### src/rtl/afs_pkg.sv
package afs_pkg;

   // Converted analogue samples
   localparam int unsigned ADC_W       = 12;
   localparam int unsigned PCT_W       = 7;

   // Demand window and tracking limit, percent of supply
   localparam logic [PCT_W-1:0] WIN_LO_PCT  = 7'h0f;
   localparam logic [PCT_W-1:0] WIN_HI_PCT  = 7'h55;
   localparam logic [PCT_W-1:0] TRACK_PCT   = 7'h0c;
   localparam logic [PCT_W-1:0] FULL_PCT    = 7'h64;

   // Supply thresholds in millivolts, supply sample is in millivolts / 16
   localparam int unsigned OVER_MV     = 36000;
   localparam int unsigned UNDER_MV    = 8500;
   localparam int unsigned SUP_LSB_MV  = 16;
   localparam logic [ADC_W-1:0] OVER_CODE  = ADC_W'(OVER_MV / SUP_LSB_MV);
   localparam logic [ADC_W-1:0] UNDER_CODE = ADC_W'((UNDER_MV + SUP_LSB_MV - 1) / SUP_LSB_MV);

   // Timing
   localparam int unsigned CLK_HZ      = 25_000_000;
   localparam int unsigned QUAL_MS     = 250;
   localparam int unsigned HOLD_MS     = 100;
   localparam int unsigned QUAL_CYC    = (CLK_HZ / 1000) * QUAL_MS;
   localparam int unsigned HOLD_CYC    = (CLK_HZ / 1000) * HOLD_MS;
   localparam int unsigned CNT_W       = 23;

endpackage : afs_pkg

### src/rtl/afs_sup_if.sv
`timescale 1ns/1ns
interface afs_sup_if;
   import afs_pkg::*;
   logic [ADC_W-1:0] supply;
   logic             clk_ok;
   logic             over_v;
   logic             under_v;
   logic             kill;
   modport ctrl (output supply, output clk_ok, input over_v, input under_v, input kill);
   modport mon  (input supply, input clk_ok, output over_v, output under_v, output kill);
endinterface : afs_sup_if

### src/rtl/afs_supply_mon.sv
`timescale 1ns/1ns
module afs_supply_mon
   import afs_pkg::*;
(
   // Clock and reset
   input wire logic clk,
   input wire logic srst,
   // Supervision signals
   afs_sup_if.mon   sup
);
   typedef struct packed {
      logic over_v;
      logic under_v;
      logic kill;
   } afs_mon_t;

   afs_mon_t st_reg;
   afs_mon_t st_next;

   always_comb begin
      st_next         = st_reg;
      st_next.over_v  = sup.supply > OVER_CODE;
      st_next.under_v = sup.supply < UNDER_CODE;
      st_next.kill    = st_next.over_v || st_next.under_v || !sup.clk_ok;
      if (srst) begin
         st_next = '{over_v: 1'b0, under_v: 1'b0, kill: 1'b1};
      end
   end

   always_ff @(posedge clk) begin
      st_reg <= st_next;
   end

   assign sup.over_v  = st_reg.over_v;
   assign sup.under_v = st_reg.under_v;
   assign sup.kill    = st_reg.kill;

   AST_OVER_KILL: assert property (@(posedge clk) disable iff (srst)
      (sup.supply > OVER_CODE) |=> sup.kill && sup.over_v)
      else $error("overvoltage did not disable pilots");
   AST_UNDER_KILL: assert property (@(posedge clk) disable iff (srst)
      (sup.supply < UNDER_CODE) |=> sup.kill && sup.under_v)
      else $error("undervoltage did not disable pilots");
   AST_CLK_KILL: assert property (@(posedge clk) disable iff (srst)
      !sup.clk_ok |=> sup.kill)
      else $error("clock failure did not disable pilots");

endmodule : afs_supply_mon

### src/rtl/afs_top.sv
`timescale 1ns/1ns
module afs_top
   import afs_pkg::*;
#(
   parameter int unsigned QUAL_CYCLES = QUAL_CYC,
   parameter int unsigned HOLD_CYCLES = HOLD_CYC
)
(
   // Clock and reset
   input  wire logic             clk,
   input  wire logic             srst,
   // Analogue samples
   input  wire logic [ADC_W-1:0] supply,
   input  wire logic [ADC_W-1:0] demand,
   input  wire logic [ADC_W-1:0] spool_pos,
   // Transducer and clock status
   input  wire logic             xdcr_open,
   input  wire logic             xdcr_short,
   input  wire logic             clk_ok,
   // Outputs
   output logic                  alarm,
   output logic                  bridge_en,
   output logic                  active_err
);
   typedef enum logic [1:0] {AFS_IDLE, AFS_QUAL, AFS_ALARM} afs_state_t;

   typedef struct packed {
      afs_state_t       state;
      logic [CNT_W-1:0] qual_cnt;
      logic [CNT_W-1:0] hold_cnt;
      logic             err;
      logic             alarm;
      logic             bridge_en;
   } afs_top_t;

   afs_top_t st_reg;
   afs_top_t st_next;

   afs_sup_if sup ();

   assign sup.supply = supply;
   assign sup.clk_ok = clk_ok;

   afs_supply_mon u_mon (
      .clk  (clk),
      .srst (srst),
      .sup  (sup)
   );

   // Scale a value by a percentage, result in hundredths of sample units
   function automatic logic [ADC_W+PCT_W-1:0] afs_pct(
      input logic [ADC_W-1:0] val,
      input logic [PCT_W-1:0] pct
   );
      afs_pct = (ADC_W+PCT_W)'(val * pct);
   endfunction : afs_pct

   // Mid-scale of the supply is spool neutral; signed offset from it
   logic [ADC_W-1:0]      half_sup;
   logic signed [ADC_W:0] dem_off;
   logic signed [ADC_W:0] pos_off;
   logic [ADC_W-1:0]      dem_mag;
   logic [ADC_W-1:0]      pos_mag;
   logic                  same_side;
   logic                  win_err;
   logic                  track_err;
   logic                  raw_err;
   logic [ADC_W+PCT_W-1:0] dem_scaled;
   logic [ADC_W+PCT_W-1:0] over_scaled;

   always_comb begin
      half_sup   = supply >> 1;
      dem_off    = $signed({1'b0, demand}) - $signed({1'b0, half_sup});
      pos_off    = $signed({1'b0, spool_pos}) - $signed({1'b0, half_sup});
      dem_mag    = dem_off[ADC_W] ? ADC_W'(-dem_off) : dem_off[ADC_W-1:0];
      pos_mag    = pos_off[ADC_W] ? ADC_W'(-pos_off) : pos_off[ADC_W-1:0];
      same_side  = dem_off[ADC_W] == pos_off[ADC_W];
      dem_scaled = (ADC_W+PCT_W)'(demand) * (ADC_W+PCT_W)'(FULL_PCT);
      win_err    = (dem_scaled < afs_pct(supply, WIN_LO_PCT))
                || (dem_scaled > afs_pct(supply, WIN_HI_PCT));
      // Overshoot measured as percent of full supply span
      over_scaled = (ADC_W+PCT_W)'(pos_mag - dem_mag) * (ADC_W+PCT_W)'(FULL_PCT);
      track_err  = (!same_side && pos_mag != '0 && dem_mag != '0)
                     ? ((ADC_W+PCT_W)'(pos_mag + dem_mag) * (ADC_W+PCT_W)'(FULL_PCT)
                        > afs_pct(supply, TRACK_PCT))
                     : ((pos_mag > dem_mag)
                        && (over_scaled > afs_pct(supply, TRACK_PCT)));
      raw_err    = win_err || xdcr_open || xdcr_short || track_err;
   end

   always_comb begin
      st_next           = st_reg;
      st_next.err       = raw_err;
      st_next.bridge_en = !sup.kill;
      unique case (st_reg.state)
         AFS_IDLE: begin
            st_next.qual_cnt = '0;
            if (st_reg.err) begin
               st_next.state    = AFS_QUAL;
               st_next.qual_cnt = CNT_W'(1);
            end
         end
         AFS_QUAL: begin
            if (!st_reg.err) begin
               st_next.state    = AFS_IDLE;
               st_next.qual_cnt = '0;
            end else if (st_reg.qual_cnt >= CNT_W'(QUAL_CYCLES - 1)) begin
               st_next.state    = AFS_ALARM;
               st_next.alarm    = 1'b1;
               st_next.hold_cnt = '0;
            end else begin
               st_next.qual_cnt = st_reg.qual_cnt + CNT_W'(1);
            end
         end
         AFS_ALARM: begin
            if (st_reg.hold_cnt < CNT_W'(HOLD_CYCLES - 1)) begin
               st_next.hold_cnt = st_reg.hold_cnt + CNT_W'(1);
            end else if (!st_reg.err) begin
               st_next.state    = AFS_IDLE;
               st_next.alarm    = 1'b0;
               st_next.qual_cnt = '0;
            end
         end
         default: begin
            st_next.state = AFS_IDLE;
            st_next.alarm = 1'b0;
         end
      endcase
      if (srst) begin
         st_next = '{state: AFS_IDLE, qual_cnt: '0, hold_cnt: '0,
                     err: 1'b0, alarm: 1'b0, bridge_en: 1'b0};
      end
   end

   always_ff @(posedge clk) begin
      st_reg <= st_next;
   end

   // Alarm comes from the fault path only; supervision is not an input to it
   assign alarm      = st_reg.alarm;
   assign bridge_en  = st_reg.bridge_en;
   assign active_err = st_reg.err;

   // Qualification and hold cycle counters for checks
   logic [CNT_W-1:0] err_run_reg;
   always_ff @(posedge clk) begin
      if (srst || !st_reg.err) begin
         err_run_reg <= '0;
      end else if (err_run_reg != '1) begin
         err_run_reg <= err_run_reg + CNT_W'(1);
      end
   end

   logic [CNT_W-1:0] alarm_run_reg;
   always_ff @(posedge clk) begin
      if (srst || !st_reg.alarm) begin
         alarm_run_reg <= '0;
      end else if (alarm_run_reg != '1) begin
         alarm_run_reg <= alarm_run_reg + CNT_W'(1);
      end
   end

   AST_WIN_ERR: assert property (@(posedge clk) disable iff (srst)
      ((ADC_W+PCT_W)'(demand) * FULL_PCT < (ADC_W+PCT_W)'(supply) * WIN_LO_PCT) |=> active_err)
      else $error("demand below window not flagged");
   AST_XDCR_ERR: assert property (@(posedge clk) disable iff (srst)
      (xdcr_open || xdcr_short) |=> active_err)
      else $error("transducer fault not flagged");
   AST_IN_CONTROL: assert property (@(posedge clk) disable iff (srst)
      (same_side && pos_mag <= dem_mag && !win_err && !xdcr_open && !xdcr_short)
      |=> !active_err)
      else $error("in control position flagged as error");
   AST_NO_EARLY: assert property (@(posedge clk) disable iff (srst)
      $rose(alarm) |-> $past(err_run_reg) >= CNT_W'(QUAL_CYCLES - 1))
      else $error("alarm raised before qualification delay");
   AST_RAISE: assert property (@(posedge clk) disable iff (srst)
      (st_reg.state == AFS_QUAL && st_reg.err
       && st_reg.qual_cnt == CNT_W'(QUAL_CYCLES - 1)) |=> alarm)
      else $error("alarm not raised after qualification");
   AST_BRIDGE_ON: assert property (@(posedge clk) disable iff (srst)
      (alarm && !sup.kill) |=> bridge_en || sup.kill)
      else $error("bridge disabled by alarm");
   AST_MIN_HOLD: assert property (@(posedge clk) disable iff (srst)
      $fell(alarm) |-> $past(alarm_run_reg) >= CNT_W'(HOLD_CYCLES - 1))
      else $error("alarm shorter than minimum hold");
   AST_DROP: assert property (@(posedge clk) disable iff (srst)
      (alarm && !st_reg.err && st_reg.hold_cnt >= CNT_W'(HOLD_CYCLES - 1)) |=> !alarm)
      else $error("alarm latched after error cleared");
   AST_RESTART: assert property (@(posedge clk) disable iff (srst)
      (st_reg.state == AFS_QUAL && !st_reg.err) |=> st_reg.qual_cnt == '0 && !alarm)
      else $error("qualification timer not restarted");
   AST_SUP_NO_ALARM: assert property (@(posedge clk) disable iff (srst)
      (!alarm && st_reg.state == AFS_IDLE && !st_reg.err) |=> !alarm)
      else $error("alarm raised outside fault path");

   // Window, transducer, tracking, qualification and hold detail
   AST_WIN_HI: assert property (@(posedge clk) disable iff (srst)
      ((ADC_W+PCT_W)'(demand) * FULL_PCT > (ADC_W+PCT_W)'(supply) * WIN_HI_PCT) |=> active_err)
      else $error("demand above window not flagged");

   AST_XDCR_SHORT: assert property (@(posedge clk) disable iff (srst)
      xdcr_short |=> active_err)
      else $error("shorted transducer not flagged");

   AST_TRACK_OVER: assert property (@(posedge clk) disable iff (srst)
      (same_side && pos_mag > dem_mag && (ADC_W+PCT_W)'(pos_mag - dem_mag) * FULL_PCT
       > (ADC_W+PCT_W)'(supply) * TRACK_PCT) |=> active_err)
      else $error("overshoot beyond demand not flagged");

   AST_OPP_SIDE: assert property (@(posedge clk) disable iff (srst)
      (!same_side && pos_mag != '0 && dem_mag != '0 && (ADC_W+PCT_W)'(pos_mag + dem_mag)
       * FULL_PCT > (ADC_W+PCT_W)'(supply) * TRACK_PCT) |=> active_err)
      else $error("spool across neutral not flagged");

   AST_CLEAN_NO_ERR: assert property (@(posedge clk) disable iff (srst)
      (!win_err && !xdcr_open && !xdcr_short && !track_err) |=> !active_err)
      else $error("error held without a cause");

   AST_ENTER_QUAL: assert property (@(posedge clk) disable iff (srst)
      (st_reg.state == AFS_IDLE && st_reg.err) |=> st_reg.state == AFS_QUAL
      && st_reg.qual_cnt == CNT_W'(1))
      else $error("error did not start qualification");

   AST_QUAL_STEP: assert property (@(posedge clk) disable iff (srst)
      (st_reg.state == AFS_QUAL && st_reg.err && st_reg.qual_cnt < CNT_W'(QUAL_CYCLES - 1))
      |=> st_reg.qual_cnt == $past(st_reg.qual_cnt) + CNT_W'(1))
      else $error("qualification timer did not advance");

   AST_QUAL_NO_ALARM: assert property (@(posedge clk) disable iff (srst)
      st_reg.state == AFS_QUAL |-> !alarm)
      else $error("alarm active during qualification");

   AST_QUAL_BOUND: assert property (@(posedge clk) disable iff (srst)
      st_reg.qual_cnt <= CNT_W'(QUAL_CYCLES - 1))
      else $error("qualification timer out of range");

   AST_ALARM_STATE: assert property (@(posedge clk) disable iff (srst)
      alarm == (st_reg.state == AFS_ALARM))
      else $error("alarm output disagrees with state");

   AST_STATE_LEGAL: assert property (@(posedge clk) disable iff (srst)
      st_reg.state inside {AFS_IDLE, AFS_QUAL, AFS_ALARM})
      else $error("illegal supervisor state");

   AST_RISE_FROM_QUAL: assert property (@(posedge clk) disable iff (srst)
      $rose(alarm) |-> $past(st_reg.state) == AFS_QUAL)
      else $error("alarm raised outside qualification");

   AST_ALARM_KEEP_ERR: assert property (@(posedge clk) disable iff (srst)
      (alarm && st_reg.err) |=> alarm)
      else $error("alarm dropped while error present");

   AST_HOLD_STAY: assert property (@(posedge clk) disable iff (srst)
      (alarm && st_reg.hold_cnt < CNT_W'(HOLD_CYCLES - 1)) |=> alarm)
      else $error("alarm dropped inside minimum hold");

   AST_HOLD_STEP: assert property (@(posedge clk) disable iff (srst)
      (alarm && st_reg.hold_cnt < CNT_W'(HOLD_CYCLES - 1))
      |=> st_reg.hold_cnt == $past(st_reg.hold_cnt) + CNT_W'(1))
      else $error("hold timer did not advance");

   AST_HOLD_BOUND: assert property (@(posedge clk) disable iff (srst)
      st_reg.hold_cnt <= CNT_W'(HOLD_CYCLES - 1))
      else $error("hold timer out of range");

   AST_FALL_NO_ERR: assert property (@(posedge clk) disable iff (srst)
      $fell(alarm) |-> !$past(st_reg.err))
      else $error("alarm dropped with error present");

   AST_IDLE_STAY: assert property (@(posedge clk) disable iff (srst)
      (st_reg.state == AFS_IDLE && !st_reg.err) |=> st_reg.state == AFS_IDLE)
      else $error("supervisor left idle without error");

   AST_RESTART_IDLE: assert property (@(posedge clk) disable iff (srst)
      (st_reg.state == AFS_QUAL && !st_reg.err) |=> st_reg.state == AFS_IDLE)
      else $error("cleared error did not abort qualification");

   AST_KILL_KEEP_ALARM: assert property (@(posedge clk) disable iff (srst)
      (alarm && st_reg.err && sup.kill) |=> alarm)
      else $error("supervision changed the alarm");

   // Pilot supervision seen at the bridge output
   AST_BRIDGE_OVER: assert property (@(posedge clk) disable iff (srst)
      (supply > OVER_CODE) |-> ##2 !bridge_en)
      else $error("bridge on during overvoltage");

   AST_BRIDGE_UNDER: assert property (@(posedge clk) disable iff (srst)
      (supply < UNDER_CODE) |-> ##2 !bridge_en)
      else $error("bridge on during undervoltage");

   AST_BRIDGE_CLK: assert property (@(posedge clk) disable iff (srst)
      !clk_ok |-> ##2 !bridge_en)
      else $error("bridge on during clock failure");

   AST_BRIDGE_UP: assert property (@(posedge clk) disable iff (srst)
      (supply <= OVER_CODE && supply >= UNDER_CODE && clk_ok) |-> ##2 bridge_en)
      else $error("bridge off with healthy supply and clock");

endmodule : afs_top

### config.mk
export PLATFORM = sky130hd
export DESIGN_NAME = afs_top
export DESIGN_NICKNAME = d
export VERILOG_FILES = /design/src/rtl/afs_pkg.sv /design/src/rtl/afs_sup_if.sv /design/src/rtl/afs_supply_mon.sv /design/src/rtl/afs_top.sv
export SDC_FILE = /design/constraint.sdc
export NUM_CORES = 1
export LEC_CHECK = 0
export BUFFER_PORTS_ARGS = -buffer_cell sky130_fd_sc_hd__buf_2
export CAP_MARGIN = 25
export CELL_PAD_IN_SITES_DETAIL_PLACEMENT = 1
export CELL_PAD_IN_SITES_GLOBAL_PLACEMENT = 1
export CORE_MARGIN = 10
export CORE_UTILIZATION = 30
export DETAILED_ROUTE_END_ITERATION = 10
export HOLD_SLACK_MARGIN = 0.08
export PLACE_DENSITY = 0.53
export RECOVER_POWER = 50
export SLEW_MARGIN = 20
export SYNTH_ARGS = -nofsm -noshare
export SYNTH_HDL_FRONTEND = slang
export SYNTH_SLANG_ARGS = --single-unit
### constraint.sdc
create_clock -name clk -period 22.1 [get_ports clk]
set_clock_uncertainty 0.15 [all_clocks]
set_input_delay 3.315 -clock clk [delete_from_list [all_inputs] [get_ports clk]]
set_output_delay 3.315 -clock clk [all_outputs]
set_load 0.1 [all_outputs]
==> results of run 1 <==
-- per-layer routing --
layer,wire length (µm),share of wire
met1,18800,0.49
met4,314,0.0081
met3,419,0.011
met2,19000,0.49
met5,0,0
-- worst reg2reg max path, delay by kind of cell, from the launching register on --
family / cells / cell delay [ns]
DFF: 1 / 0.36
buffers and inverters: 1 / 0.26
and+or+nand+nor: 4 / 1.05
AOI/OAI and AO/OA: 7 / 1.70
-- per-stage QoR --
| step | instances | utilization | hold slack (ns) |
|---|---|---|---|
| global route | 2246 | 0.324 | 0.262 |
| detailed placement | 2239 | 0.321 | 0.232 |
| CTS | 2246 | 0.324 | 0.243 |
| finish | 2246 | 0.324 | 0.239 |
| floorplan | 1623 | - | 0.218 |
| global placement | 2239 | 0.321 | 0.228 |
-- cell usage in the layout (no fill, tap or decap), types with 24 or more instances in the layout --
cell type	n
nand3_1	46
xnor2_1	91
buf_2	42
a21oi_1	112
nor3_1	34
nand4_1	27
a21o_1	25
ha_1	316
o21ai_0	62
and3_1	24
fa_1	69
inv_1	253
dfxtp_1	52
xor2_1	51
nor2_1	98
nand2_1	65
-- how the worst max path moves through the flow --
stage / from / end / depth (start not counted)
detailed placement: supply[5] / active_err$_SDFF_PP0_ / 37
finish: supply[5] / active_err$_SDFF_PP0_ / 37
global route: supply[2] / active_err$_SDFF_PP0_ / 38
floorplan: demand[0] / active_err$_SDFF_PP0_ / 39
CTS: supply[5] / active_err$_SDFF_PP0_ / 37
global placement: supply[6] / active_err$_SDFF_PP0_ / 37
-- logic make-up (layout without fill, tap and decap cells) --
family | after synthesis | after routing | share of synthesized area
muxes | 4 | 4 | 0.00320
adders and majority gates | 385 | 385 | 0.402
xor gates and xnor gates | 146 | 146 | 0.0985
DFF | 52 | 52 | 0.0784
AOI/OAI and AO/OA | 342 | 342 | 0.168
and+or+nand+nor | 419 | 419 | 0.168
buffers and inverters | 275 | 306 | 0.0820
-- final cells by class --
type | instances | area share
well taps | 592 | 0.0520
clock buffers | 6 | 0.00904
clock inverters | 1 | 0.000351
repair buffers | 46 | 0.0163
inverters | 253 | 0.0666
flip-flops and latches | 52 | 0.0731
multi-input cells | 1296 | 0.783
-- cells in the mapped netlist, types with 5 or more instances --
library cell | instances | share of area
ha_1 | 316 | 0.30
inv_1 | 253 | 0.072
a21oi_1 | 112 | 0.042
nor2_1 | 98 | 0.028
xnor2_1 | 91 | 0.060
fa_1 | 69 | 0.10
nand2_1 | 65 | 0.018
o21ai_0 | 62 | 0.023
dfxtp_1 | 52 | 0.078
xor2_1 | 51 | 0.034
nand3_1 | 46 | 0.017
nor3_1 | 34 | 0.013
nand4_1 | 27 | 0.013
a21o_1 | 25 | 0.014
and3_1 | 24 | 0.011
nor2b_1 | 22 | 0.010
nand2b_1 | 20 | 0.0094
o21a_1 | 20 | 0.011
a21boi_0 | 11 | 0.0062
clkbuf_1 | 11 | 0.0031
o21bai_1 | 11 | 0.0062
or3_1 | 11 | 0.0052
a31oi_1 | 10 | 0.0047
nor4_1 | 9 | 0.0042
a211oi_1 | 8 | 0.0045
or2_2 | 8 | 0.0038
and2_1 | 7 | 0.0033
o31ai_1 | 7 | 0.0040
or4_1 | 7 | 0.0040
and4_1 | 6 | 0.0040
buf_6 | 6 | 0.0051
o21ai_1 | 6 | 0.0023
or2_1 | 6 | 0.0028
a2111oi_0 | 5 | 0.0033
a211o_1 | 5 | 0.0033
o211ai_1 | 5 | 0.0028
==> impl_metrics.json, run 1 <==
{
  "reg2regPathDepth": 12,
  "hold_viol_final": 0,
  "grt_util_met1": 0.190,
  "seqCellArea_um2": 1040,
  "critical-path-top-delay-family": "simple AND/OR/NAND/NOR gates",
  "final_area_um2": 14200,
  "post_cts_buffers": 0,
  "min_path_type": "flip-flop to flip-flop",
  "syn_area_per_cell_um2": 8.18,
  "multi_input_area_um2": 11200,
  "routabilityCongestion": 0.832,
  "core_area_um2": 44000,
  "endpoint_kind": "flip-flop",
  "drt-initial-drc-count": 360,
  "cpMaxStageDelayCell": "or4b_2",
  "grt_pass1_vias": 11900,
  "start_util": 0.302,
  "post-dp-hpwl_um": 33700,
  "fin_ws_ns": 9.68,
  "yosysSeqAreaShare": 0.0784,
  "worst_r2r_endpoint": "st_reg[27]$_SDFFE_PP0P_",
  "wl_per_cell_um": 17.2,
  "die-area_um2": 53100,
  "path_class": "primary input to flip-flop",
  "use_met3": 0.00858,
  "critPathBufInv": 5,
  "setup_violations": 0,
  "drive_gt1_frac": 0.0544,
  "holdPathStages": 1,
  "netlist_area_um2": 13300,
  "preCtsSetupSlack_ns": 9.40,
  "r2r_slack_ns": 18.45,
  "fill_cells": 5342,
  "status": "finished clean",
  "cts_tree": "yes",
  "ys_ff_latch": 52,
  "rsz0062_at_grt": "false",
  "gr-total-overflow": 0,
  "area_growth_pct": 7.29,
  "crit_fanout": 11,
  "clkTransAtPathRegs_ns": 0.07,
  "place_area_um2": 14100,
  "r2r-start": "st_reg[30]$_SDFFE_PP0P_",
  "synth.net_count": 2049,
  "critPathRequiredTime_ns": 22.09,
  "cts_resized": 0,
  "tightest_slew_ns": 1.10,
  "drc": 0,
  "portBuffers": 43,
  "setup_tns_ns": 0,
  "slew_headroom": 0.258,
  "postCtsHoldBufs": 0,
  "wirelength_um": 38500,
  "cts.sinks": 52,
  "antenna_found_initial": 0,
  "cts_root_buffer": "clkbuf_16",
  "clockBufferDepth": 2,
  "rows": 77,
  "clock_latency_ns": 0.30,
  "synthArstFlopShare": 0,
  "dr.pass1.iters": 4,
  "cp_common_cell": "ha_1",
  "die-width_um": 230,
  "ios": 44,
  "synth_cell_types": 93,
  "largest_register_ff_count": 48,
  "synthFlopType": "dfxtp_1",
  "synthCells": 1623,
  "drv_cap": 0,
  "vias": 11192,
  "grt_use_total": 0.146,
  "grt_busiest_layer": "met2",
  "startpoint_type": "primary input",
  "fin_crit_sh": 0.562,
  "diodes": 0,
  "worstHoldEndpoint": "bridge_en$_SDFF_PP0_",
  "max_freq_ghz": 0.0805,
  "timing.final.crit_period_ns": 12.42,
  "hp-start": "u_mon.sup.kill$_SDFF_PP1_",
  "nets": 2080,
  "cpPeakStageDelay_ns": 0.64,
  "synth-edff-count": 0,
  "grtUsageMet2": 0.268,
  "grt_pass1_wl_um": 63600,
  "critPathArrivalTime_ns": 12.42,
  "grt_max_degree": 23,
  "slew_violations": 0,
  "numCtsBuffers": 5,
  "postRouteAntennaNets": 0,
  "vias_per_cell": 4.98,
  "h-tree-depth": 2,
  "yosysWarnings": 0,
  "die_h_um": 230
}
Power of run 1 is left out: the tool's default activity adds up to more than one toggle a clock period on the data nets, which glitch-free logic cannot reach.
==> run 2: changes to the inputs <==
clock period = 12.05 ns   (was 22.1 ns; I/O delays follow)
==> impl_metrics.json, run 2 (synthesis results as in run 1) <==
{
  "largest_register_ff_count": 48,
  "reg2regPathDepth": 12,
  "clock_latency_ns": 0.30,
  "drive_gt1_frac": 0.0549,
  "h-tree-depth": 2,
  "die-width_um": 230,
  "final_cell_mix": "316 x ha_1, 253 x inv_1, 112 x a21oi_1",
  "critPathBufInv": 5,
  "nets": 2083,
  "cpMaxStageDelayCell": "or4b_2",
  "drv_cap": 0,
  "grt_use_total": 0.148,
  "area_growth_pct": 7.66,
  "slew_headroom": 0.217,
  "slew_violations": 0,
  "portBuffers": 43,
  "cts_root_buffer": "clkbuf_16",
  "critPathRequiredTime_ns": 12.04,
  "vias": 11240,
  "post-dp-hpwl_um": 34300,
  "clockBufferDepth": 2,
  "gr-total-overflow": 0,
  "min_path_type": "flip-flop to flip-flop",
  "postCtsHoldBufs": 0,
  "hold_viol_final": 0,
  "cts_tree": "yes",
  "rsz0062_at_grt": "false",
  "rows": 77,
  "cpPeakStageDelay_ns": 0.63,
  "diodes": 0,
  "grt_max_degree": 23,
  "critPathArrivalTime_ns": 10.66,
  "path_class": "primary input to flip-flop",
  "critical-path-top-delay-family": "adder cells",
  "routabilityCongestion": 0.839,
  "post_cts_buffers": 0,
  "fin_crit_sh": 0.885,
  "start_util": 0.302,
  "die-area_um2": 53100,
  "ios": 44,
  "crit_cells": 37,
  "cts.sinks": 52,
  "numCtsBuffers": 5,
  "setup_tns_ns": 0,
  "grt_pass1_vias": 12178,
  "antenna_found_initial": 0,
  "wirelength_um": 38800,
  "tightest_slew_ns": 1.18,
  "setup_violations": 0,
  "startpoint_type": "primary input",
  "dr.pass1.iters": 5,
  "postRouteAntennaNets": 0,
  "core_area_um2": 44000,
  "max_freq_ghz": 0.0938,
  "die_h_um": 230,
  "status": "finished clean",
  "layout_commonest_cell": "ha_1",
  "timing.final.crit_period_ns": 10.67,
  "cts_resized": 0,
  "wl_per_cell_um": 17.3,
  "vias_per_cell": 5.00,
  "clkTransAtPathRegs_ns": 0.07,
  "drt-initial-drc-count": 376,
  "grt_pass1_wl_um": 64700,
  "holdPathStages": 1,
  "endpoint_kind": "flip-flop",
  "drc": 0,
  "crit_fanout": 10
}
[run 2: stage by stage]
stage	util	cell area [µm²]	cells	hold slack [ns]	setup slack (ns)
after CTS	0.325	14300	2250	0.236	1.38
after global routing	0.325	14300	2250	0.241	0.287
after detailed placement	0.321	14100	2242	0.225	1.10
after global placement	0.321	14100	2242	0.224	1.33
final	0.325	14300	2250	0.234	1.38
after floorplan	-	13300	1623	0.218	2.50
[run 2: layout make-up]
class | instances | area (µm²)
Clock buffer | 5 | 125
Clock inverter | 3 | 42.5
Fill cell | 5312 | 29700
Inverter | 253 | 950
Multi-Input combinational cell | 1296 | 11200
Sequential cell | 52 | 1040
Tap cell | 592 | 741
Timing Repair Buffer | 49 | 248
[run 2: metal layers]
metal	vias to the layer above	global-route usage	share of wire
li1	5703	-	-
met1	5420	0.194	0.48
met2	94	0.267	0.49
met3	23	0.00809	0.014
met4	0	0.0232	0.015
met5	-	0	0
[run 2: path summary, 6_finish.rpt]
check | startpoint | end | slack [ns]
worst max-delay path | supply[2] | active_err$_SDFF_PP0_ | 1.38
worst min-delay path | u_mon.sup.kill$_SDFF_PP1_ | bridge_en$_SDFF_PP0_ | 0.23
worst max register to register | st_reg[30]$_SDFFE_PP0P_ | st_reg[38]$_SDFFE_PP0P_ | 7.89
worst min register to register | u_mon.sup.kill$_SDFF_PP1_ | bridge_en$_SDFF_PP0_ | 0.23
Power of run 2 is left out for the same reason.
==> run 3: changes to the inputs <==
clock period = 12.6 ns   (was 12.05 ns; I/O delays follow)
==> impl_metrics.json, run 3 (synthesis results as in run 1) <==
{
  "cts_root_buffer": "clkbuf_16",
  "hold_slack_ns": 0.240,
  "crit_path_start": "supply[2]",
  "endpoint_kind": "flip-flop",
  "grt_pass1_vias": 11952,
  "status": "finished clean",
  "postCtsHoldBufs": 0,
  "rsz0062_at_grt": "false",
  "routabilityCongestion": 0.832,
  "gr-total-overflow": 0,
  "cts_tree": "yes",
  "holdPathStages": 1,
  "grtUsageMet2": 0.266,
  "critPathArrivalTime_ns": 11.20,
  "die-width_um": 230,
  "start_util": 0.302,
  "slew_headroom": 0.222,
  "wirelength_um": 38500,
  "tightest_slew_ns": 1.17,
  "grt_max_degree": 23,
  "wl_per_cell_um": 17.1,
  "reg2regPathDepth": 12,
  "clock_latency_ns": 0.30,
  "worstHoldEndpoint": "bridge_en$_SDFF_PP0_",
  "final_area_um2": 14300,
  "cts_resized": 0,
  "crit_fanout": 10,
  "diodes": 0,
  "postRouteAntennaNets": 0,
  "path_class": "primary input to flip-flop",
  "setup_violations": 0,
  "vias_per_cell": 4.99,
  "fin_crit_sh": 0.889,
  "r2r_slack_ns": 8.44,
  "ios": 44,
  "area_growth_pct": 7.39,
  "grt_util_met1": 0.194,
  "vias": 11195,
  "setup_tns_ns": 0,
  "hp-start": "u_mon.sup.kill$_SDFF_PP1_",
  "nets": 2080,
  "critPathRequiredTime_ns": 12.60,
  "fill_cells": 5347,
  "drc": 0,
  "clockBufferDepth": 2,
  "drt-initial-drc-count": 403,
  "h-tree-depth": 2,
  "numCtsBuffers": 5,
  "die-area_um2": 53100,
  "antenna_found_initial": 0,
  "timing.final.crit_period_ns": 11.20,
  "post-route-util": 0.324,
  "cpPeakStageDelay_ns": 0.64,
  "die_h_um": 230,
  "cpMaxStageDelayCell": "or4b_2",
  "hold_viol_final": 0,
  "largest_register_ff_count": 48,
  "portBuffers": 43,
  "r2r-start": "st_reg[30]$_SDFFE_PP0P_",
  "rows": 77,
  "post_cts_buffers": 0,
  "slew_violations": 0,
  "startpoint_type": "primary input",
  "place_area_um2": 14100,
  "max_freq_ghz": 0.0893,
  "use_met3": 0.00760,
  "grt_pass1_wl_um": 64000,
  "layout_commonest_cell": "ha_1",
  "min_path_type": "flip-flop to flip-flop",
  "final_cell_mix": "316 x ha_1, 253 x inv_1, 112 x a21oi_1",
  "core_area_um2": 44000,
  "grt_busiest_layer": "met2",
  "grt_use_total": 0.147,
  "dr.pass1.iters": 4,
  "clkTransAtPathRegs_ns": 0.07,
  "worst_r2r_endpoint": "st_reg[42]$_SDFFE_PP0P_",
  "cts.sinks": 52,
  "post-dp-hpwl_um": 33600,
  "drv_cap": 0,
  "drive_gt1_frac": 0.0514
}
## run 3: cell types whose count changed in the layout (fill, tap and decap cells not counted)
cell,delta
clkinvlp_4,-1
clkbuf_1,+1
clkinv_2,-1
buf_2,-1
buf_4,-3
## run 3: per-stage QoR
stage | setup WS, ns | instances
4_1_cts | 1.63 | 2245
3_5_place_dp | 1.34 | 2239
5_1_grt | 0.462 | 2245
6_report | 1.40 | 2245
3_3_place_gp | 1.61 | 2239
2_1_floorplan | 2.97 | 1623
## run 3: per-layer routing
| metal | part of all wire | vias to the layer above |
|---|---|---|
| li1 | - | 5693 |
| met1 | 0.49 | 5429 |
| met2 | 0.49 | 59 |
| met3 | 0.013 | 14 |
| met4 | 0.0073 | 0 |
| met5 | 0 | - |
## run 3: critical path: cells and delay by family
family                   cells  cell delay [ns]
XOR/XNOR                     3             0.60
adder cells (fa/ha/maj)      7             2.62
AO/OA/AOI/OAI               13             2.66
buffers and inverters        5             1.08
AND/OR/NAND/NOR              9             2.33
## run 3: layout make-up
| cell class | count | area [µm²] | area share |
|---|---|---|---|
| Clock buffer | 5 | 125 | 0.00877 |
| Clock inverter | 1 | 30.0 | 0.00211 |
| Inverter | 253 | 950 | 0.0666 |
| Multi-Input combinational cell | 1296 | 11200 | 0.782 |
| Sequential cell | 52 | 1040 | 0.0730 |
| Tap cell | 592 | 741 | 0.0519 |
| Timing Repair Buffer | 46 | 224 | 0.0157 |
## run 3: worst max path at each step
stage | end | slack (ns) | depth (start not counted)
floorplan | active_err$_SDFF_PP0_ | 2.97 | 39
global placement | active_err$_SDFF_PP0_ | 1.61 | 37
detailed placement | active_err$_SDFF_PP0_ | 1.34 | 37
CTS | active_err$_SDFF_PP0_ | 1.63 | 37
global route | active_err$_SDFF_PP0_ | 0.46 | 38
finish | active_err$_SDFF_PP0_ | 1.40 | 37
Power of run 3 is left out for the same reason.
